## src/logic/pcs_pkg.sv

```systemverilog
`default_nettype none
package pcs_pkg;
  // configuration byte offsets (dword index = offset >> 2)
  localparam logic [7:0]  OFF_BOARD_VENDOR  = 8'h2c;
  localparam logic [7:0]  OFF_BOARD_PRODUCT = 8'h2e;
  localparam logic [7:0]  OFF_IRQ_ROUTING   = 8'h3c;
  localparam logic [7:0]  OFF_IRQ_PIN       = 8'h3d;
  localparam logic [5:0]  DW_BOARD_IDS      = 6'h0b;
  localparam logic [5:0]  DW_IRQ            = 6'h0f;
  // identity defaults, arbitrary values
  localparam logic [15:0] DEF_VENDOR_CODE   = 16'h5a5a;
  localparam logic [15:0] DEF_PRODUCT_CODE  = 16'h3c3c;
  localparam logic [7:0]  IRQ_ROUTING_RST   = 8'h00;
  localparam logic [7:0]  IRQ_ROUTING_SERIAL = 8'hff;
  localparam logic [7:0]  IRQ_PIN_INTA      = 8'h01;
  localparam logic [7:0]  IRQ_PIN_NONE      = 8'h00;
  // serial load: 32 data bits, vendor code first, msb first
  localparam int          LOAD_BITS         = 32;
  localparam int          SHIFT_DIV         = 4;
endpackage : pcs_pkg
`default_nettype wire

```

## src/logic/pcs_cfg_regs.sv

```systemverilog
`timescale 1ns/100ps
`default_nettype none
module pcs_cfg_regs #(
  parameter int SHIFT_DIV = pcs_pkg::SHIFT_DIV
) (
  input  wire logic        MCLK_I,
  input  wire logic        RST_I,
  input  wire logic        CFG_REQ_I,
  input  wire logic        CFG_WR_I,
  input  wire logic [5:0]  CFG_DW_I,
  input  wire logic [3:0]  CFG_BE_I,
  input  wire logic [31:0] CFG_WDATA_I,
  input  wire logic        SERIAL_IRQ_ENABLE_I,
  input  wire logic        EEPROM_PRESENT_I,
  input  wire logic        EEPROM_DATA_I,
  output logic             EEPROM_CLK_O,
  output logic             CFG_ACK_O,
  output logic             CFG_RETRY_O,
  output logic [31:0]      CFG_RDATA_O,
  output logic             IDS_LOADED_O
);
  // ===================================================
  // parameter check
  // a bit must clear the clock mirror and both synchroniser stages within one shift phase
  if (SHIFT_DIV < 4 || SHIFT_DIV > 256) begin : g_bad_div
    $error("SHIFT_DIV out of range");
  end

  // ===================================================
  // pin synchronisers
  localparam int NPIN = 2;
  logic [NPIN-1:0]      pin_raw;
  wire logic [NPIN-1:0] pin_sync;

  // bit 0 presence strap, bit 1 serial data
  assign pin_raw = {EEPROM_DATA_I, EEPROM_PRESENT_I};

  for (genvar p = 0; p < NPIN; p++) begin : g_sync
    logic s1_r, s1_nxt;
    logic s2_r, s2_nxt;

    always_comb begin
      s1_nxt = pin_raw[p];
      s2_nxt = s1_r;
    end

    // only the second stage is read outside this loop
    always_ff @(posedge MCLK_I or posedge RST_I) begin
      if (RST_I) begin
        s1_r <= 1'b0;
        s2_r <= 1'b0;
      end else begin
        s1_r <= s1_nxt;
        s2_r <= s2_nxt;
      end
    end

    assign pin_sync[p] = s2_r;
  end

  // ===================================================
  // id load
  // presence is checked every cycle from arming until the load is done; after that a strap change needs a new reset
  logic [31:0] ids;
  logic        loaded;
  logic        sclk;

  pcs_id_loader #(.DIV(SHIFT_DIV)) u_loader (
    .clk_i     (MCLK_I),
    .rst_i     (RST_I),
    .present_i (pin_sync[0]),
    .sdata_i   (pin_sync[1]),
    .sclk_o    (sclk),
    .word_o    (ids),
    .done_o    (loaded)
  );

  // ===================================================
  // access decode
  logic        is_irq_dw;
  logic        take;
  logic        refuse;
  logic        route_wr;
  logic [15:0] vendor_code;
  logic [15:0] product_code;
  logic [7:0]  pin_val;
  logic [7:0]  route_val;
  logic [7:0]  route_r, route_nxt;

  // vendor code is shifted in first, so it lands in the upper half
  assign vendor_code  = ids[31:16];
  assign product_code = ids[15:0];

  always_comb begin
    is_irq_dw = (CFG_DW_I == pcs_pkg::DW_IRQ);
    // enable taken live, no sampling delay
    pin_val   = SERIAL_IRQ_ENABLE_I ? pcs_pkg::IRQ_PIN_NONE : pcs_pkg::IRQ_PIN_INTA;
    route_val = SERIAL_IRQ_ENABLE_I ? pcs_pkg::IRQ_ROUTING_SERIAL : route_r;
  end

  always_comb begin
    take     = 1'b0;
    refuse   = 1'b0;
    route_wr = 1'b0;
    if (CFG_REQ_I) begin
      if (!loaded) begin
        // header not trustworthy until both codes are in
        refuse = 1'b1;
      end else begin
        take = 1'b1;
        // id dword has no write path at all
        if (CFG_WR_I && is_irq_dw && CFG_BE_I[0] && !SERIAL_IRQ_ENABLE_I) begin
          route_wr = 1'b1;
        end
      end
    end
  end

  // ===================================================
  // interrupt routing register
  // a refused write never reaches this byte, so a retry leaves it intact
  always_comb begin
    route_nxt = route_r;
    if (route_wr) begin
      route_nxt = CFG_WDATA_I[7:0];
    end
  end

  always_ff @(posedge MCLK_I or posedge RST_I) begin
    if (RST_I) begin
      route_r <= pcs_pkg::IRQ_ROUTING_RST;
    end else begin
      route_r <= route_nxt;
    end
  end

  // ===================================================
  // answer strobes
  // exactly one of the two per request, standing one cycle
  logic ack_r,   ack_nxt;
  logic retry_r, retry_nxt;

  always_comb begin
    ack_nxt   = take;
    retry_nxt = refuse;
  end

  always_ff @(posedge MCLK_I or posedge RST_I) begin
    if (RST_I) begin
      ack_r   <= 1'b0;
      retry_r <= 1'b0;
    end else begin
      ack_r   <= ack_nxt;
      retry_r <= retry_nxt;
    end
  end

  // ===================================================
  // read data
  logic [31:0] rdata_r, rdata_nxt;

  always_comb begin
    // writes, refusals and idle cycles all leave zero on the bus
    rdata_nxt = 32'h0000_0000;
    if (take && !CFG_WR_I) begin
      case (CFG_DW_I)
        pcs_pkg::DW_BOARD_IDS: rdata_nxt = {product_code, vendor_code};
        pcs_pkg::DW_IRQ:       rdata_nxt = {16'h0000, pin_val, route_val};
        default:               rdata_nxt = 32'h0000_0000;
      endcase
    end
  end

  always_ff @(posedge MCLK_I or posedge RST_I) begin
    if (RST_I) begin
      rdata_r <= 32'h0000_0000;
    end else begin
      rdata_r <= rdata_nxt;
    end
  end

  // ===================================================
  // status mirrors
  // keeps every top output on a flip-flop of this module, at one cycle of lag
  logic sck_r, sck_nxt;
  logic ld_r,  ld_nxt;

  always_comb begin
    sck_nxt = sclk;
    ld_nxt  = loaded;
  end

  always_ff @(posedge MCLK_I or posedge RST_I) begin
    if (RST_I) begin
      sck_r <= 1'b0;
      ld_r  <= 1'b0;
    end else begin
      sck_r <= sck_nxt;
      ld_r  <= ld_nxt;
    end
  end

  // ===================================================
  // outputs
  assign EEPROM_CLK_O = sck_r;
  assign CFG_ACK_O    = ack_r;
  assign CFG_RETRY_O  = retry_r;
  assign CFG_RDATA_O  = rdata_r;
  assign IDS_LOADED_O = ld_r;
endmodule : pcs_cfg_regs
`default_nettype wire

```

## src/logic/pcs_id_loader.sv

```systemverilog
`timescale 1ns/100ps
`default_nettype none
// ===================================================
// serial id loader
module pcs_id_loader #(
  parameter int DIV = pcs_pkg::SHIFT_DIV
) (
  input  wire logic        clk_i,
  input  wire logic        rst_i,
  input  wire logic        present_i,
  input  wire logic        sdata_i,
  output logic             sclk_o,
  output logic [31:0]      word_o,
  output logic             done_o
);
  // divider is eight bits; below four a bit is not yet through the pin synchroniser when sampled
  if (DIV < 4 || DIV > 256) begin : g_bad_div
    $error("DIV out of range");
  end
  logic [7:0]  div_r,  div_nxt;
  logic [1:0]  arm_r,  arm_nxt;
  logic        armed;
  logic [5:0]  cnt_r,  cnt_nxt;
  logic [31:0] sh_r,   sh_nxt;
  logic        sck_r,  sck_nxt;
  logic        done_r, done_nxt;
  logic        tick;

  assign tick   = (div_r == 8'(DIV - 1));
  // presence strap needs two synchroniser stages before it can be trusted
  assign armed  = (arm_r == 2'b11);
  assign sclk_o = sck_r;
  assign word_o = sh_r;
  assign done_o = done_r;

  always_comb begin
    div_nxt  = tick ? 8'h00 : div_r + 8'h01;
    arm_nxt  = armed ? arm_r : arm_r + 2'h1;
    cnt_nxt  = cnt_r;
    sh_nxt   = sh_r;
    sck_nxt  = sck_r;
    done_nxt = done_r;
    if (!done_r && armed) begin
      if (!present_i) begin
        // no eeprom: built-in codes, done at once
        sh_nxt   = {pcs_pkg::DEF_VENDOR_CODE, pcs_pkg::DEF_PRODUCT_CODE};
        done_nxt = 1'b1;
      end else if (tick) begin
        sck_nxt = ~sck_r;
        if (sck_r) begin
          // sample on falling shift clock edge, data settled
          sh_nxt  = {sh_r[30:0], sdata_i};
          cnt_nxt = cnt_r + 6'h01;
          if (cnt_r == 6'(pcs_pkg::LOAD_BITS - 1)) begin
            done_nxt = 1'b1;
          end
        end
      end
    end else begin
      sck_nxt = 1'b0;
    end
  end

  always_ff @(posedge clk_i or posedge rst_i) begin
    if (rst_i) begin
      div_r  <= 8'h00;
      arm_r  <= 2'b00;
      cnt_r  <= 6'h00;
      sh_r   <= 32'h0000_0000;
      sck_r  <= 1'b0;
      done_r <= 1'b0;
    end else begin
      div_r  <= div_nxt;
      arm_r  <= arm_nxt;
      cnt_r  <= cnt_nxt;
      sh_r   <= sh_nxt;
      sck_r  <= sck_nxt;
      done_r <= done_nxt;
    end
  end
endmodule : pcs_id_loader
`default_nettype wire

```

## config.mk

```make
export PLATFORM = sky130hd
export DESIGN_NAME = pcs_cfg_regs
export DESIGN_NICKNAME = d
export VERILOG_FILES = /design/src/logic/pcs_pkg.sv /design/src/logic/pcs_cfg_regs.sv /design/src/logic/pcs_id_loader.sv
export SDC_FILE = /design/constraint.sdc
export NUM_CORES = 1
export LEC_CHECK = 0
export BUFFER_PORTS_ARGS = -buffer_cell sky130_fd_sc_hd__buf_2
export CAP_MARGIN = 5
export CORE_MARGIN = 3
export CORE_UTILIZATION = 57
export CTS_BUF_LIST = sky130_fd_sc_hd__clkbuf_16
export DETAILED_ROUTE_END_ITERATION = 10
export PLACE_DENSITY = 0.92
export SLEW_MARGIN = 20
export SYNTH_ARGS = -nofsm -noshare
export SYNTH_HDL_FRONTEND = slang
export SYNTH_SLANG_ARGS = --single-unit
```

## constraint.sdc

```tcl
create_clock -name MCLK_I -period 3.9 [get_ports MCLK_I]
set_input_delay 0.195 -clock MCLK_I [delete_from_list [all_inputs] [get_ports MCLK_I]]
set_output_delay 0.195 -clock MCLK_I [all_outputs]
set_load 0.005 [all_outputs]
```

---- Word-level counts from Yosys, hierarchy flattened ----
Cells that the tools add are included.
Widths: inputs -> output; s select.
word-level totals
  input bits .............................. 49
  register bits ........................... 98
  output and inout bits ................... 36
  word-level logic and storage cells ...... 64
cells by class
  reductions and logical operators ........ 12
  bitwise logic cells ..................... 1
  muxes and demuxes ....................... 22
  equality and inequality tests ........... 10
  $add $sub $neg .......................... 3
operator list
  operator             count
  $mux 32              4
  $pmux 32 s2          1
  $mux 8               2
  $mux 1               15
  $eq 6x4->1 const B   2
  $add 8x1->8 const B  1
  $eq 8x2->1 const B   1
  $ne 2x1->1 const B   4
  $reduce_and 4->1     2
  $add 6x1->6 const B  1
  $eq 6x5->1 const B   1
  $logic_and 1x1->1    5
  $logic_not 1->1      3
  $reduce_and 3->1     1
  $add 2x1->2 const B  1
  $eq 2x2->1 const B   1
  $ne 2x2->1 const B   1
  $reduce_and 2->1     1
  $not 1->1            1

---- Depth between registers and ports, before layout ----
  depth after elaboration ................. 7
  gate-level depth with buffers ........... 7

---- Hierarchy ----
A second synthesis with hierarchy kept.
unflattened totals
  cell total of the unflattened synthesis .. 332
  area total of the unflattened synthesis .. 4075.2 sq um
modules (own cells, without submodules)
  module         cells an instance  instances  area an instance (sq um)  sequential area each (sq um)
  pcs_id_loader  220                1          2423.6                    1251.2
  pcs_cfg_regs   112                1          1651.6                    1201.2

---- Worst setup path before layout ----
Ideal clock, no wire load.
  kind .................................... register to register
  start point ............................. register u_loader.div_r[0]
  end point ............................... register u_loader.cnt_r[1]
  arrival ................................. 1514 ps
  path buffers ............................ 1
  library setup time ...................... 127 ps
  period minus slack after synthesis ...... 1641 ps
  stages on the path, launching flop included .. 7
  path slack .............................. 2259 ps
  path through ............................ dfrtp_1 > ha_1 > nor4bb_2 > and2_1 > buf_4 > nand2_1 > mux2_1
on the way
  longest elaborated chain between the ends .. 2
RTL lines
  element                     RTL line             RTL
  start: declaration          pcs_id_loader.sv:20  logic [7:0] div_r, div_nxt;
  start signal: assignment    pcs_id_loader.sv:73  div_r <= div_nxt;
  $eq 8x2->1                  pcs_id_loader.sv:29  assign tick = (div_r == 8'(DIV - 1));
  $reduce_and 4->1 (no line)  -
  end signal: assignment      pcs_id_loader.sv:75  cnt_r <= cnt_nxt;
  end: declaration            pcs_id_loader.sv:23  logic [5:0] cnt_r, cnt_nxt;
Every way passes these cells.
A chain may end at the register's enable or synchronous reset.

---- Worst setup path in the final report ----
Same ends and word-level chain as after synthesis.

==> results.txt <==
final WL - 7.493 mm
Die Ht - 87.65 µm
Leak - 2.206 nW
max-cap violations - 0
Setup crit end kind - flip-flop
TritonCTS clock tree - done
Post CTS Setup Buffer Count - 0
GRT overflow - 0
Via Count - 2538
crit path kind - reg -> reg
final setup vio count - 0
port bufs - 57
Tmin final - 2258 ps
count of pins over their slew limit - 0
WHS - 78.34 ps
combinational cell fraction of total power - 0.030
non-filler cells, final - 431
clock buffer depth - 2
Pwr Total - 0.001925 W
Syn Nets - 340
Tot GR Track Use - 0.2107
CTS Root Cell - clkbuf_16
CTS Sinks - 98
fmax - 442.9 MHz
First-pass DRT Iterations - 4
crit path max fanout - 16
worst min path class - in -> reg
initial DRC count - 320
initial antenna violation count - 0
Clock Latency Late Sink - 340 ps
maximum number of pins on one net before global-route repair - 63
fillers - 411
RePlAce Congestion - 0.7944
#FFs+latches synth - 98
# diodes - 0
area of the multi-input gates - 1266 µm²
chip width - 87.65 µm
syn_area_per_cell - 13.19 µm²
DR DRC count - 0
Post-DP Area - 4136 µm²
post-synth top area share - 0.6454
share of cells above drive strength 1 - 0.2910
clk_skew - 9.769 ps
Critical Path RT - 4110 ps
total negative slack - 0 ps
wire per inst - 17.39 µm
core box area - 6422 µm²
Final Hold Vio Count - 0
DP Wirelength - 4.780 mm
Worst Path Arrival - 2470 ps
FF+latch area - 2452 µm²
area grow syn2layout - 16.99%
nets - 401
pwr dens - 433.0 nW/µm²
Inst Count DP - 412
Internal - 0.001488 W
Worst-Margin Slew - 701.3 ps
mapped cell area - 3800 µm²
relative slew slack - 0.5325
RSZ-0062 raised after global routing - false
status - finished, final reports clean
die area - 7683 µm²
vias in the first global route - 2546
cell count after synthesis - 288
Syn. warnings - 0
DR vias/cell - 5.889
net switching power - 0.0004369 W
Initial Util - 0.5917
main area contributors after synthesis - dfrtp_1, and2_1, nand3_1
Net Sw Frac - 0.2270
Site Rows - 29
sequential fraction of the synthesis area - 0.6454
Seq pwr share - 0.539
final worst-path cycle share - 0.5790
io pins - 85
CTS Buf Count - 9
Max IR drop VDD - 277.5 µV
Yosys top cell by area - dfrtp_1
fin area - 4446 µm²
Worst Setup Start Kind - flip-flop
first-pass GRT wire length - 12.33 mm
CTS clk-pin slew, worst paths - 70 ps
Clk pwr share - 0.431
post-synth cell types - 40
depth of the CTS H-tree - 3
Routed Antenna Nets - 0
## flip-flops by register name (all words and copies together) (netlist names), 2 cells and up
register         count
CFG_RDATA_O         32
u_loader.word_o     32
route_r              8
u_loader.div_r       8
u_loader.cnt_r       6
g_sync.s1_r          2
g_sync.s2_r          2
u_loader.arm_r       2
## cells in the mapped netlist, drive strengths merged
master  instances
dfrtp          98
and2           25
nand3          22
nor3           21
nand2          14
nor2           12
a22o           10
mux2           10
o221a           8
o22a            8
xnor2           8
buf             6
clkbuf          6
inv             5
xor2            5
nor4            4
a311oi          3
ha              3
nor2b           3
a21oi           2
and3            2
nand2b          2
nand4b          2
o311ai          2
and2b           1
nor3b           1
nor4bb          1
o211a           1
o211ai          1
o21ai           1
o41ai           1
## kinds of logic after synthesis
| logic type | Yosys count | share of synthesized area |
|---|---|---|
| AO/OA/AOI/OAI | 37 | 0.08957 |
| XOR/XNOR | 13 | 0.02996 |
| adder cells (fa/ha/maj) | 3 | 0.009879 |
| buffers and inverters | 17 | 0.02140 |
| flip-flops | 98 | 0.6454 |
| multiplexers | 10 | 0.02964 |
| AND/OR/NAND/NOR | 110 | 0.1742 |
## layer usage
metal  vias up  global-route usage  share of wire
li1       1152                   -              -
met1      1282              0.2599           0.41
met2        84              0.3466           0.52
met3        20             0.05268          0.042
met4         0              0.1046          0.028
met5         -                   0              0
## critical path: stages, from the launching register on
cell and delay (ps):
dfrtp_1 360, ha_1 260, nor4bb_2 330, and2_1 590
nand2_1 220, mux2_1 380
## path summary, 6_finish.rpt
check / start / cells after the start / end / slack [ps]
setup / recovery: u_loader.div_r[0] / 5 / u_loader.cnt_r[1] / 1640
hold / removal: CFG_WDATA_I[2] / 2 / route_r[2] / 80
setup reg to reg: u_loader.div_r[0] / 5 / u_loader.cnt_r[1] / 1640
hold reg to reg: g_sync[0].s1_r / 0 / g_sync[0].s2_r / 350
max in group asynchronous: RST_I / 4 / u_loader.word_o[22] / 2410
min in group asynchronous: RST_I / 3 / CFG_RDATA_O[12] / 520
## cell type report
class                   count  area share
repair buffers             62     0.07430
clock buffers               9     0.05066
multi-input cells         173      0.2848
well taps                  77     0.02167
inverters                   5    0.004785
flip-flops and latches     98      0.5516
clock inverters             7     0.01210
## power by group through the flow
stage | logic, W | registers [W] | clock network, W
floorplan | 0.0000355 | 0.00105 | 0
global placement | 0.0000538 | 0.00106 | 0
detailed placement | 0.0000570 | 0.00106 | 0
CTS | 0.0000599 | 0.00104 | 0.000840
global route | 0.0000657 | 0.00104 | 0.000876
finish | 0.0000585 | 0.00104 | 0.000829
## timing repair
action	in CTS	in global routing
endpoints found under the hold margin	10	0
resized for setup	0	0
hold buffers	3	0
setup endpoints to repair	0	0
## cells in the final DEF, fill, tap and decap left out, types with 2 or more instances in the layout
cell           synthesis  routed
o221a_2                8       8
inv_1                  4       3
clkinv_4               0       3
xnor2_1                8       8
nand2_2                2       2
buf_4                  2       2
and2_1                25      25
nand4b_1               2       2
nor2b_1                3       3
dlygate4sd3_1          0       3
clkbuf_16              0       9
o22a_1                 8       8
nand3_1               21      21
a311oi_1               3       3
clkinv_1               0       2
a22o_1                10      10
and3_1                 2       2
nor2_1                12      12
xor2_1                 5       5
nand2_1               12      12
mux2_2                 9       9
o311ai_0               2       2
dfrtp_1               98      98
nor4_4                 4       4
nand2b_1               2       2
buf_2                  2      57
nor3_1                20      20
ha_1                   3       3
## metrics by stage
stage                       util  setup WS [ps]
final                     0.6922           1642
after floorplan                -           1143
after detailed placement  0.6441           1716
after global routing      0.6922           1473
after global placement    0.6441           1832
after CTS                 0.6922           1632
Note: power is estimated with default switching activity, not from simulation.
